<file path="src/inc/eedip_cfg.svh">
// Constants for the EEPROM DIP switch and I/O expander block
`ifndef EEDIP_CFG_SVH
`define EEDIP_CFG_SVH
`define EEDIP_ADDR_FIXED 6'h2_A
`define EEDIP_MUX_W 5
`define EEDIP_GPIO_W 8
`define EEDIP_MEM_DEPTH 256
`define EEDIP_MEM_AW 8
`define EEDIP_SW_W 6
`define EEDIP_BIT_LAST 3'h7
`define EEDIP_CMD_MEM_WR 8'h01
`define EEDIP_CMD_MEM_RD 8'h03
`define EEDIP_CMD_SW_WR 8'h04
`define EEDIP_CMD_SW_RD 8'h06
`define EEDIP_CMD_IN_RD 8'h07
`define EEDIP_CMD_OUT 8'h08
`define EEDIP_CMD_CFG 8'h0A
`define EEDIP_CMD_MUXIN 8'h0C
`define EEDIP_CMD_MEM_TO_OUT 8'h0F
`define EEDIP_CMD_IN_TO_MEM 8'h12
`define EEDIP_CFG_RESET 8'hFF
`define EEDIP_OUT_RESET 8'h00
`define EEDIP_SW_RESET 6'h00
`endif

</file>
<file path="src/inc/eedip_pkg.sv">
// Types for the EEPROM DIP switch and I/O expander block
`default_nettype none
package eedip_pkg;
  typedef enum logic [2:0] {
    ST_IDLE, ST_ADDR, ST_ADDR_ACK, ST_WDATA, ST_WACK, ST_RDATA, ST_RACK, ST_SKIP
  } eedip_state_t;
  typedef struct packed {
    logic [7:0] level;
    logic [7:0] drive_low;
  } eedip_gpio_t;
  typedef struct packed {
    logic [4:0] mux_out;
    logic latched_single_output;
  } eedip_sw_out_t;
endpackage
`default_nettype wire

</file>
<file path="src/hdl/eedip_top.sv">
// I2C slave with EEPROM DIP switch multiplexer, GPIO expander and storage
//
// Contract
// - Output force low at 0 drives every multiplexed output low.
// - GPIO force low at 0 drives all eight GPIO pins low.
// - Source select picks for all five multiplexed bits together between hardware inputs and stored switch value.
// - Transfers start with six fixed bits, one strap bit and a direction bit; only a match answers.
// - The address strap pin supplies the programmable address bit.
// - Eight data bits follow the address acknowledge in the addressed direction.
// - Received data goes to memory or switch storage only when direction is 0 and write protect is 0.
// - With direction 1 the device returns data to the master.
// - Write protect high blocks every EEPROM programming operation.
// - After reset all GPIO pins are configured as open-drain outputs.
// - Active-low reset returns the eight GPIO pins to their default state.
// - A 2048-bit memory is written and read from I2C and via GPIO transfers.
// - The selected switch setting is kept in storage that reset does not clear.
// - Select 0 drives outputs from stored value, select 1 drives the multiplexed outputs from hardware inputs.
// - The single latched output captures on select rising edge, transparent while low.
`include "eedip_cfg.svh"
`default_nettype none
module eedip_top (
  input wire logic sys_clk,
  input wire logic resetn,
  input wire logic scl,
  input wire logic sda_in,
  output logic sda_out,
  output logic sda_oe,
  input wire logic address_strap,
  input wire logic write_protect,
  input wire logic source_select,
  input wire logic output_force_lown,
  input wire logic gpio_force_lown,
  input wire logic [`EEDIP_MUX_W-1:0] mux_in,
  output eedip_pkg::eedip_sw_out_t sw_drive_low,
  input wire logic [`EEDIP_GPIO_W-1:0] gpio_in,
  output logic [`EEDIP_GPIO_W-1:0] gpio_out,
  output logic [`EEDIP_GPIO_W-1:0] gpio_oe
);
  eedip_pkg::eedip_state_t state;
  logic scl_q, sda_q;
  logic [2:0] bit_cnt;
  logic [7:0] shreg;
  logic rw;
  logic have_cmd;
  logic [7:0] cmd;
  logic [`EEDIP_MEM_AW-1:0] mem_ptr;
  logic [7:0] mem [`EEDIP_MEM_DEPTH];
  logic [`EEDIP_SW_W-1:0] sw_store;
  logic [7:0] out_reg;
  logic [7:0] cfg_reg;
  logic sel_q;
  logic latch_val;
  logic [7:0] rd_byte;
  logic wr_ok;
  logic scl_rise, scl_fall, start_cond, stop_cond;
  eedip_pkg::eedip_sw_out_t sw_val;
  logic addr_rise_seen;
  logic byte_acked;

  // Bus conditions from the sampled line levels
  assign scl_rise = scl && !scl_q;
  assign scl_fall = !scl && scl_q;
  assign start_cond = scl && scl_q && sda_q && !sda_in;
  assign stop_cond = scl && scl_q && !sda_q && sda_in;
  assign wr_ok = !rw && !write_protect;
  assign byte_acked = (state == eedip_pkg::ST_WACK) && scl_fall;

  // Byte returned to a reading master
  always_comb begin
    case (cmd)
      `EEDIP_CMD_MEM_RD: rd_byte = mem[mem_ptr];
      `EEDIP_CMD_SW_RD: rd_byte = {2'h0, sw_store};
      `EEDIP_CMD_IN_RD: rd_byte = gpio_in;
      `EEDIP_CMD_OUT: rd_byte = out_reg;
      `EEDIP_CMD_CFG: rd_byte = cfg_reg;
      `EEDIP_CMD_MUXIN: rd_byte = {3'h0, mux_in};
      default: rd_byte = 8'h00;
    endcase
  end

  always_ff @(posedge sys_clk) begin
    if (!resetn) begin
      scl_q <= 1'b1;
      sda_q <= 1'b1;
    end else begin
      scl_q <= scl;
      sda_q <= sda_in;
    end
  end

  // Serial protocol engine
  always_ff @(posedge sys_clk) begin
    if (!resetn) begin
      state <= eedip_pkg::ST_IDLE;
      bit_cnt <= 3'h0;
      shreg <= 8'h00;
      rw <= 1'b0;
      have_cmd <= 1'b0;
      addr_rise_seen <= 1'b0;
      sda_out <= 1'b0;
      sda_oe <= 1'b0;
    end else if (start_cond) begin
      state <= eedip_pkg::ST_ADDR;
      bit_cnt <= 3'h0;
      have_cmd <= 1'b0;
      addr_rise_seen <= 1'b0;
      sda_oe <= 1'b0;
    end else if (stop_cond) begin
      state <= eedip_pkg::ST_IDLE;
      sda_oe <= 1'b0;
    end else begin
      case (state)
        eedip_pkg::ST_ADDR: begin
          if (scl_rise) begin
            shreg <= {shreg[6:0], sda_in};
            bit_cnt <= bit_cnt + 3'h1;
            addr_rise_seen <= 1'b1;
          end
          // Clock fall closing START also finds the count at zero
          if (scl_fall && bit_cnt == 3'h0 && addr_rise_seen) begin
            if (shreg[7:1] == {`EEDIP_ADDR_FIXED, address_strap}) begin
              rw <= shreg[0];
              sda_oe <= 1'b1;
              state <= eedip_pkg::ST_ADDR_ACK;
            end else begin
              state <= eedip_pkg::ST_SKIP;
            end
          end
        end
        eedip_pkg::ST_ADDR_ACK: begin
          if (scl_fall) begin
            bit_cnt <= 3'h0;
            if (rw) begin
              shreg <= rd_byte;
              sda_oe <= !rd_byte[7];
              state <= eedip_pkg::ST_RDATA;
            end else begin
              sda_oe <= 1'b0;
              state <= eedip_pkg::ST_WDATA;
            end
          end
        end
        eedip_pkg::ST_WDATA: begin
          if (scl_rise) begin
            shreg <= {shreg[6:0], sda_in};
            bit_cnt <= bit_cnt + 3'h1;
          end
          // Refused memory and switch write bytes are not acknowledged
          if (scl_fall && bit_cnt == 3'h0) begin
            sda_oe <= !(have_cmd && write_protect &&
              (cmd == `EEDIP_CMD_MEM_WR || cmd == `EEDIP_CMD_SW_WR));
            state <= eedip_pkg::ST_WACK;
          end
        end
        eedip_pkg::ST_WACK: begin
          if (scl_fall) begin
            have_cmd <= 1'b1;
            sda_oe <= 1'b0;
            state <= eedip_pkg::ST_WDATA;
          end
        end
        eedip_pkg::ST_RDATA: begin
          if (scl_fall) begin
            bit_cnt <= bit_cnt + 3'h1;
            if (bit_cnt == `EEDIP_BIT_LAST) begin
              sda_oe <= 1'b0;
              state <= eedip_pkg::ST_RACK;
            end else begin
              sda_oe <= !shreg[6];
              shreg <= {shreg[6:0], 1'b0};
            end
          end
        end
        eedip_pkg::ST_RACK: begin
          if (scl_rise && sda_in) begin
            state <= eedip_pkg::ST_SKIP;
          end else if (scl_fall) begin
            shreg <= rd_byte;
            sda_oe <= !rd_byte[7];
            bit_cnt <= 3'h0;
            state <= eedip_pkg::ST_RDATA;
          end
        end
        eedip_pkg::ST_SKIP: sda_oe <= 1'b0;
        default: state <= eedip_pkg::ST_IDLE;
      endcase
    end
  end

  // Command byte and memory pointer
  always_ff @(posedge sys_clk) begin
    if (!resetn) begin
      cmd <= 8'h00;
      mem_ptr <= '0;
    end else if (byte_acked) begin
      // First byte after the address is the command
      if (!have_cmd) begin
        cmd <= shreg;
      end else if (cmd == `EEDIP_CMD_MEM_WR || cmd == `EEDIP_CMD_MEM_RD) begin
        mem_ptr <= mem_ptr + 1'b1;
      end
    end else if (state == eedip_pkg::ST_RACK && scl_fall && cmd == `EEDIP_CMD_MEM_RD) begin
      mem_ptr <= mem_ptr + 1'b1;
    end
  end

  // Storage: no reset, contents survive like non-volatile cells
  always_ff @(posedge sys_clk) begin
    if (byte_acked && have_cmd && wr_ok) begin
      if (cmd == `EEDIP_CMD_MEM_WR) begin
        mem[mem_ptr] <= shreg;
      end else if (cmd == `EEDIP_CMD_IN_TO_MEM) begin
        mem[mem_ptr] <= gpio_in;
      end
    end
  end

  always_ff @(posedge sys_clk) begin
    if (byte_acked && have_cmd && wr_ok && cmd == `EEDIP_CMD_SW_WR) begin
      sw_store <= shreg[`EEDIP_SW_W-1:0];
    end
  end

  // GPIO registers
  always_ff @(posedge sys_clk) begin
    if (!resetn) begin
      out_reg <= `EEDIP_OUT_RESET;
      cfg_reg <= `EEDIP_CFG_RESET;
    end else if (byte_acked && have_cmd && !rw) begin
      case (cmd)
        `EEDIP_CMD_OUT: out_reg <= shreg;
        `EEDIP_CMD_CFG: cfg_reg <= shreg;
        `EEDIP_CMD_MEM_TO_OUT: out_reg <= mem[mem_ptr];
        default: out_reg <= out_reg;
      endcase
    end
  end

  genvar gi;
  generate
    for (gi = 0; gi < `EEDIP_GPIO_W; gi++) begin : g_gpio
      always_ff @(posedge sys_clk) begin
        if (!resetn) begin
          gpio_oe[gi] <= 1'b0;
        end else begin
          gpio_oe[gi] <= !gpio_force_lown || (cfg_reg[gi] && !out_reg[gi]);
        end
      end
    end
  endgenerate

  // Open drain: pins only ever pull low
  always_ff @(posedge sys_clk) begin
    if (!resetn) begin
      gpio_out <= 8'h00;
    end else begin
      gpio_out <= 8'h00;
    end
  end

  // Switch multiplexer and latched single output
  always_ff @(posedge sys_clk) begin
    if (!resetn) begin
      // Idle high, so leaving reset makes no false select edge
      sel_q <= 1'b1;
      latch_val <= 1'b0;
    end else begin
      sel_q <= source_select;
      if (!source_select) begin
        latch_val <= sw_store[`EEDIP_SW_W-1];
      end else if (!sel_q) begin
        latch_val <= sw_store[`EEDIP_SW_W-1];
      end
    end
  end

  always_comb begin
    sw_val.mux_out = source_select ? mux_in : sw_store[`EEDIP_MUX_W-1:0];
    sw_val.latched_single_output = source_select ? latch_val : sw_store[`EEDIP_SW_W-1];
    if (!output_force_lown) begin
      sw_val = '0;
    end
  end

  always_ff @(posedge sys_clk) begin
    if (!resetn) begin
      sw_drive_low <= '1;
    end else begin
      sw_drive_low <= ~sw_val;
    end
  end
endmodule
`default_nettype wire

</file>
<file path="config.mk">
export PLATFORM = sky130hd
export DESIGN_NAME = eedip_top
export DESIGN_NICKNAME = d
export VERILOG_FILES = /design/src/inc/eedip_pkg.sv /design/src/hdl/eedip_top.sv
export VERILOG_INCLUDE_DIRS = /design/src /design/src/inc
export SDC_FILE = /design/constraint.sdc
export NUM_CORES = 2
export LEC_CHECK = 0
export ABC_AREA = 1
export BUFFER_PORTS_ARGS = -buffer_cell sky130_fd_sc_hd__buf_4
export CORE_ASPECT_RATIO = 1.5
export CORE_UTILIZATION = 45
export CTS_BUF_LIST = sky130_fd_sc_hd__clkbuf_16
export CTS_CLUSTER_SIZE = 25
export DETAILED_ROUTE_END_ITERATION = 8
export SLEW_MARGIN = 20
export SYNTH_ARGS = -nofsm -noshare
export SYNTH_HDL_FRONTEND = slang
export SYNTH_SLANG_ARGS = --single-unit
</file>
<file path="constraint.sdc">
create_clock -name sys_clk -period 31 [get_ports sys_clk]
set_clock_uncertainty 0.15 [all_clocks]
set_input_delay 4.65 -clock sys_clk [delete_from_list [all_inputs] [get_ports sys_clk]]
set_output_delay 4.65 -clock sys_clk [all_outputs]
set_load 0.005 [all_outputs]
</file>
Yosys cells after proc, flatten, opt, wreduce, memory -nomap -nowiden
Memory sizes are Yosys's and may differ from the RTL's. A register that Yosys moved wholly into a read port is not among the register bits.
Index checks and enable logic that the tools add are counted.
Operators by class
  $add $sub $neg: 2
  eq/ne operators: 43
  muxes and demuxes: 58
  bitwise gates (word level): 7
  reductions and logical operators: 76
Operator list (count)
  2-to-1 mux 8 bit: 14
  case mux 8 bit (6 select lines): 1
  2-to-1 mux 3 bit: 14
  equality test 8 x 4 -> 1 bit (second input constant): 4
  case mux 8 bit (4 select lines): 1
  logical AND 1 bit: 28
  inequality test 2 bit (second input constant): 13
  equality test 8 x 3 -> 1 bit (second input constant): 3
  inequality test 4 bit (second input constant): 6
  2-to-1 mux 1 bit: 22
  case mux 3 bit (7 select lines): 1
  zero test 1 bit: 18
  case mux 8 bit (2 select lines): 1
  AND reduction 8 bit: 2
  equality test 3 bit (second input constant): 5
  case mux 3 bit (4 select lines): 1
  logical OR 1 bit: 10
  AND reduction 10 bit: 1
  AND reduction 5 bit: 2
  AND reduction 3 bit: 3
  AND reduction 9 bit: 1
  adder 8 x 1 -> 8 bit (second input constant): 1
  equality test 8 x 1 -> 1 bit (second input constant): 1
  equality test 8 x 2 -> 1 bit (second input constant): 1
  21 further kinds: 32
Storage, ports and cells
  register bits: 74
  RAM bits: 2048
  input bits: 22
  output and inout port bits: 24
  word-level logic and storage cells: 214
  memories kept: 1
Memories
  mem: words 256, width 8, rd ports 1, clocked after Yosys merged registers in 1, wr ports 1, line eedip_top.sv:47  | logic [7:0] mem [`EEDIP_MEM_DEPTH];

Longest topological paths before layout
  depth in word-level cells: 8
  depth in mapped cells: 17
  gate-level depth less buffers: 13

Worst setup path after synthesis
OpenSTA, ideal clock, no wires.
  path type: input -> register
  start: input scl
  end: memory mem[0][0] (data pin)
  library setup time: 2187 ps
  data arrival time: 15329 ps
  required time: 28663 ps
  path slack: 13334 ps
  cell stages on the path: 11
  buffers on the path: 1
  cell sequence: inv_2 -> nand2_1 -> inv_2 -> nand3_2 -> nor2_2 -> nand2_2 -> nor2_4 -> inv_1 -> nor2_1 -> buf_2 -> o21ai_0
On the way
  longest elaborated chain between the ends: 8
RTL lines
  start: declaration: line eedip_top.sv:24  | input wire logic scl,
  zero test 1 bit: line eedip_top.sv:62  | assign scl_fall = !scl && scl_q;
  logical AND 1 bit: line eedip_top.sv:62
  logical AND 1 bit: line eedip_top.sv:66  | assign byte_acked = (state == eedip_pkg::ST_WACK) && scl_fall;
  logical AND 1 bit (2 in a row): line eedip_top.sv:209  | if (byte_acked && have_cmd && wr_ok) begin
  2-to-1 mux 1 bit: line eedip_top.sv:209
  2-to-1 mux 1 bit (implied by the code): line eedip_top.sv:213  | mem[mem_ptr] <= gpio_in;
  2-to-1 mux 8 bit (no line)
  end: declaration: line eedip_top.sv:47
No other way between the ends.

Final worst setup path
  start: input scl
  end: memory mem[30][7] (data pin)
The elaborated chain is that of the path after synthesis.

==> impl_results.md <==
* Global-route wire length before repair at 354,800 um
* RSZ-0062 raised after global routing: no
* Resized Gates After CTS at 0
* Tcrit/Tclk final at 0.2744
* Slowest cell on the critical path: buf_4
* Slew Viols, Final at 0
* CTS tree: done
* Initial antenna violation count at 3
* Post-CTS Setup Repair Bufs at 0
* Via count of the first global-routing pass at 55,311
* Ys async rst share at 0
* Die height at 540.2 um
* H-Tree Depth at 4
* Worst hold stages at 2
* Synth area leader: edfxtp_1
* Status: complete, no violations
* Net Sw Power at 1.298 mW
* Post-synth EDFFs at 2,054
* # hold bufs at CTS at 0
* Clk pwr share at 0.392
* Num CTS Buffers at 190
* Average cell area after synthesis at 11.65 sq um
* Initial Util at 0.4525
* Gr usage total at 0.2447
* Internal cell power at 4.646 mW
* # Max-Cap Violations at 0
* Cell variety after synth at 43
* Endpoints failing hold at 0
* CP delay by family, top: buffers and inverters
* Core Util, Final at 0.4943
* Worst R2R Path Depth at 16
* Synthesis-stage register bit count at 2,130
* Clock Latency Late Sink at 840 ps
* Worst-path clk slew at 70 ps
* Clock root buffer: clkbuf_16
* Maximum VDD drop at 0.00004241 V
* Endpoint class of the critical path: register
* Hold crit path type: register to register
* Worst Tran Pin Value at 1170 ps
* Crit path max fanout at 62
* Sink Count at 2,130
* DR iter-0 viols at 5,158
* Synth Cell Area at 86,880 sq um
* Crit path required time at 31,380 ps
* CP Depth at 16
* Most area-consuming cells after synthesis: edfxtp_1 (71%), nand3_1 (12%), nand2_1 (9.4%), dfxtp_1 (1.8%), buf_2 (1.6%)
* Fin crit period at 8507 ps
* Final setup fails at 0
* Final hold slack at 307.7 ps
* Most flops, register: mem
* Synth cell count leaders: nand2_1 (2,170), nand3_1 (2,060), edfxtp_1 (2,054)
* Vias per cell at 5.675
* Ports at 46
* Comb pwr share at 0.052
* Leak pwr at 32.80 nW
* Worst setup SP type: input pin
* Clock tree buffer depth at 4
* IO buf count at 36
* CP Class: input pin to register
* Max Fclk at 117.6 MHz
* Post-DP HPWL at 141,500 um
* CP max stage delay at 770 ps
* Crit-path most repeated cell: buf_4
* Seq/Total Area, Yosys at 0.7274
* Ordered list of cells on the worst path: buf_4 > inv_2 > nand2_1 > inv_2 > nand3_2 > nor2_2 > nand2_2 > nor2_4 > inv_1 > nor2_2 > buf_4 > nand2_1 > o21ai_4 > buf_4 > buf_4 > buf_4
* Nets@finish at 7,304
* RePlAce Congestion at 0.9268
* PwrDens at 62.63 nW/um^2
* Post-Synthesis Cells at 7,460
* Die footprint at 194,900 sq um
* Overflow left after global routing at 0
* Buf+Inv Stages, Crit Path at 8
* Layout cells sized above 1 at 0.05945
* Sequential Power Share at 0.557
* Setup tns final at 0 ps
* Top-count cell post-synth: nand2_1
* Worst Path Arrival at 8880 ps
* # rows at 197
* Ys flop type: edfxtp_1
* Sw Ratio at 0.2184
* Ys Warns at 0
* Largest register FFs at 2,048
* Residual DRC count at 0
* Total detailed-routing wirelength at 241,400 um
* Rel. slew slack at 0.2202
* Area grow syn2layout at 9.250%
* Pin count of the biggest net entering global routing at 301
* Avg WL per Cell at 24.37 um
* Die Width at 360.8 um
* Core box area at 192,000 sq um
* Final ANT Viol Nets at 0
* Drt first pass iters at 6
* Top-area cell type share of the netlist area at 0.7099
* DR vias at 56,230
per-layer routing:
layer,vias up,wire length [um],GRT usage
met5,-,0,0
met2,2121,121700,0.4273
met3,593,14130,0.02750
met1,27479,89850,0.2911
met4,0,15680,0.1443
li1,26037,-,-
placed cells by master (no fill, tap or decap), types with 3 or more instances in the layout:
cell type / instances
a211oi_1: 7
a21oi_1: 76
buf_12: 11
buf_16: 3
buf_4: 106
bufinv_16: 21
clkbuf_16: 195
clkinv_1: 40
clkinv_2: 32
clkinv_4: 6
clkinvlp_4: 8
conb_1: 9
dfxtp_1: 71
dfxtp_4: 4
diode_2: 3
edfxtp_1: 2054
ha_1: 7
inv_1: 119
inv_2: 8
nand2_1: 2162
nand2_2: 9
nand3_1: 2052
nand3_2: 6
nand3_4: 3
nand4_1: 10
nor2_1: 291
nor2_2: 4
nor3_1: 7
nor3_2: 5
o211ai_1: 10
o21ai_0: 36
o21ai_4: 8
o22ai_1: 13
tightest hold or removal path: cells and delay by family (launching register included):
kind	cells	cell delay, ps
flip-flops	1	300
buffers and inverters	1	60
AO/OA/AOI/OAI	1	60
power groups by stage:
stage,Combinational [mW],Clock (mW),Sequential (mW)
after floorplan,0.124,0,3.48
after global placement,0.304,0,3.37
after detailed placement,0.311,0,3.37
after CTS,0.312,2.35,3.31
after global routing,0.329,2.45,3.31
final,0.309,2.33,3.31
worst paths after layout:
kind / start / to / slack, ps
max: scl / mem[30][7]$_DFFE_PP_ / 22490
min: cmd[6]$_SDFFE_PN0P_ / cmd[6]$_SDFFE_PN0P_ / 310
max reg2reg: register / shreg[6]$_SDFFE_PN0P_ / 24410
min reg2reg: cmd[6]$_SDFFE_PN0P_ / cmd[6]$_SDFFE_PN0P_ / 310
through the flow:
stage / worst slack [ps] / power [mW] / area (sq um) / instances
6_report: 22490 / 5.945 / 94920 / 9908
5_1_grt: 22250 / 6.089 / 94910 / 9906
4_1_cts: 22500 / 5.975 / 94880 / 9904
3_5_place_dp: 21660 / 3.682 / 88820 / 9569
3_3_place_gp: 21430 / 3.675 / 88750 / 9566
2_1_floorplan: 13330 / 3.604 / 86910 / 7468
final cells by class:
class | instances | area [sq um]
repair buffers | 121 | 1114
flip-flops and latches | 2130 | 63220
diodes | 3 | 7.507
inverters | 98 | 401.6
clock inverters | 140 | 1177
clock buffers | 195 | 4880
well taps | 2487 | 3112
fillers | 16623 | 97100
multi-input cells | 4734 | 21010
cell families (layout without fill, tap and decap cells):
| group | after synthesis | after routing | synth area share |
|---|---|---|---|
| other | 1 | 12 | 0.00004316 |
| AOI/OAI and AO/OA | 162 | 162 | 0.01043 |
| DFF | 2130 | 2130 | 0.7274 |
| adders and majority gates | 7 | 7 | 0.001008 |
| buffers and inverters | 604 | 554 | 0.03321 |
| and+or+nand+nor | 4556 | 4556 | 0.2279 |
Power figures use the tool's default switching activity.
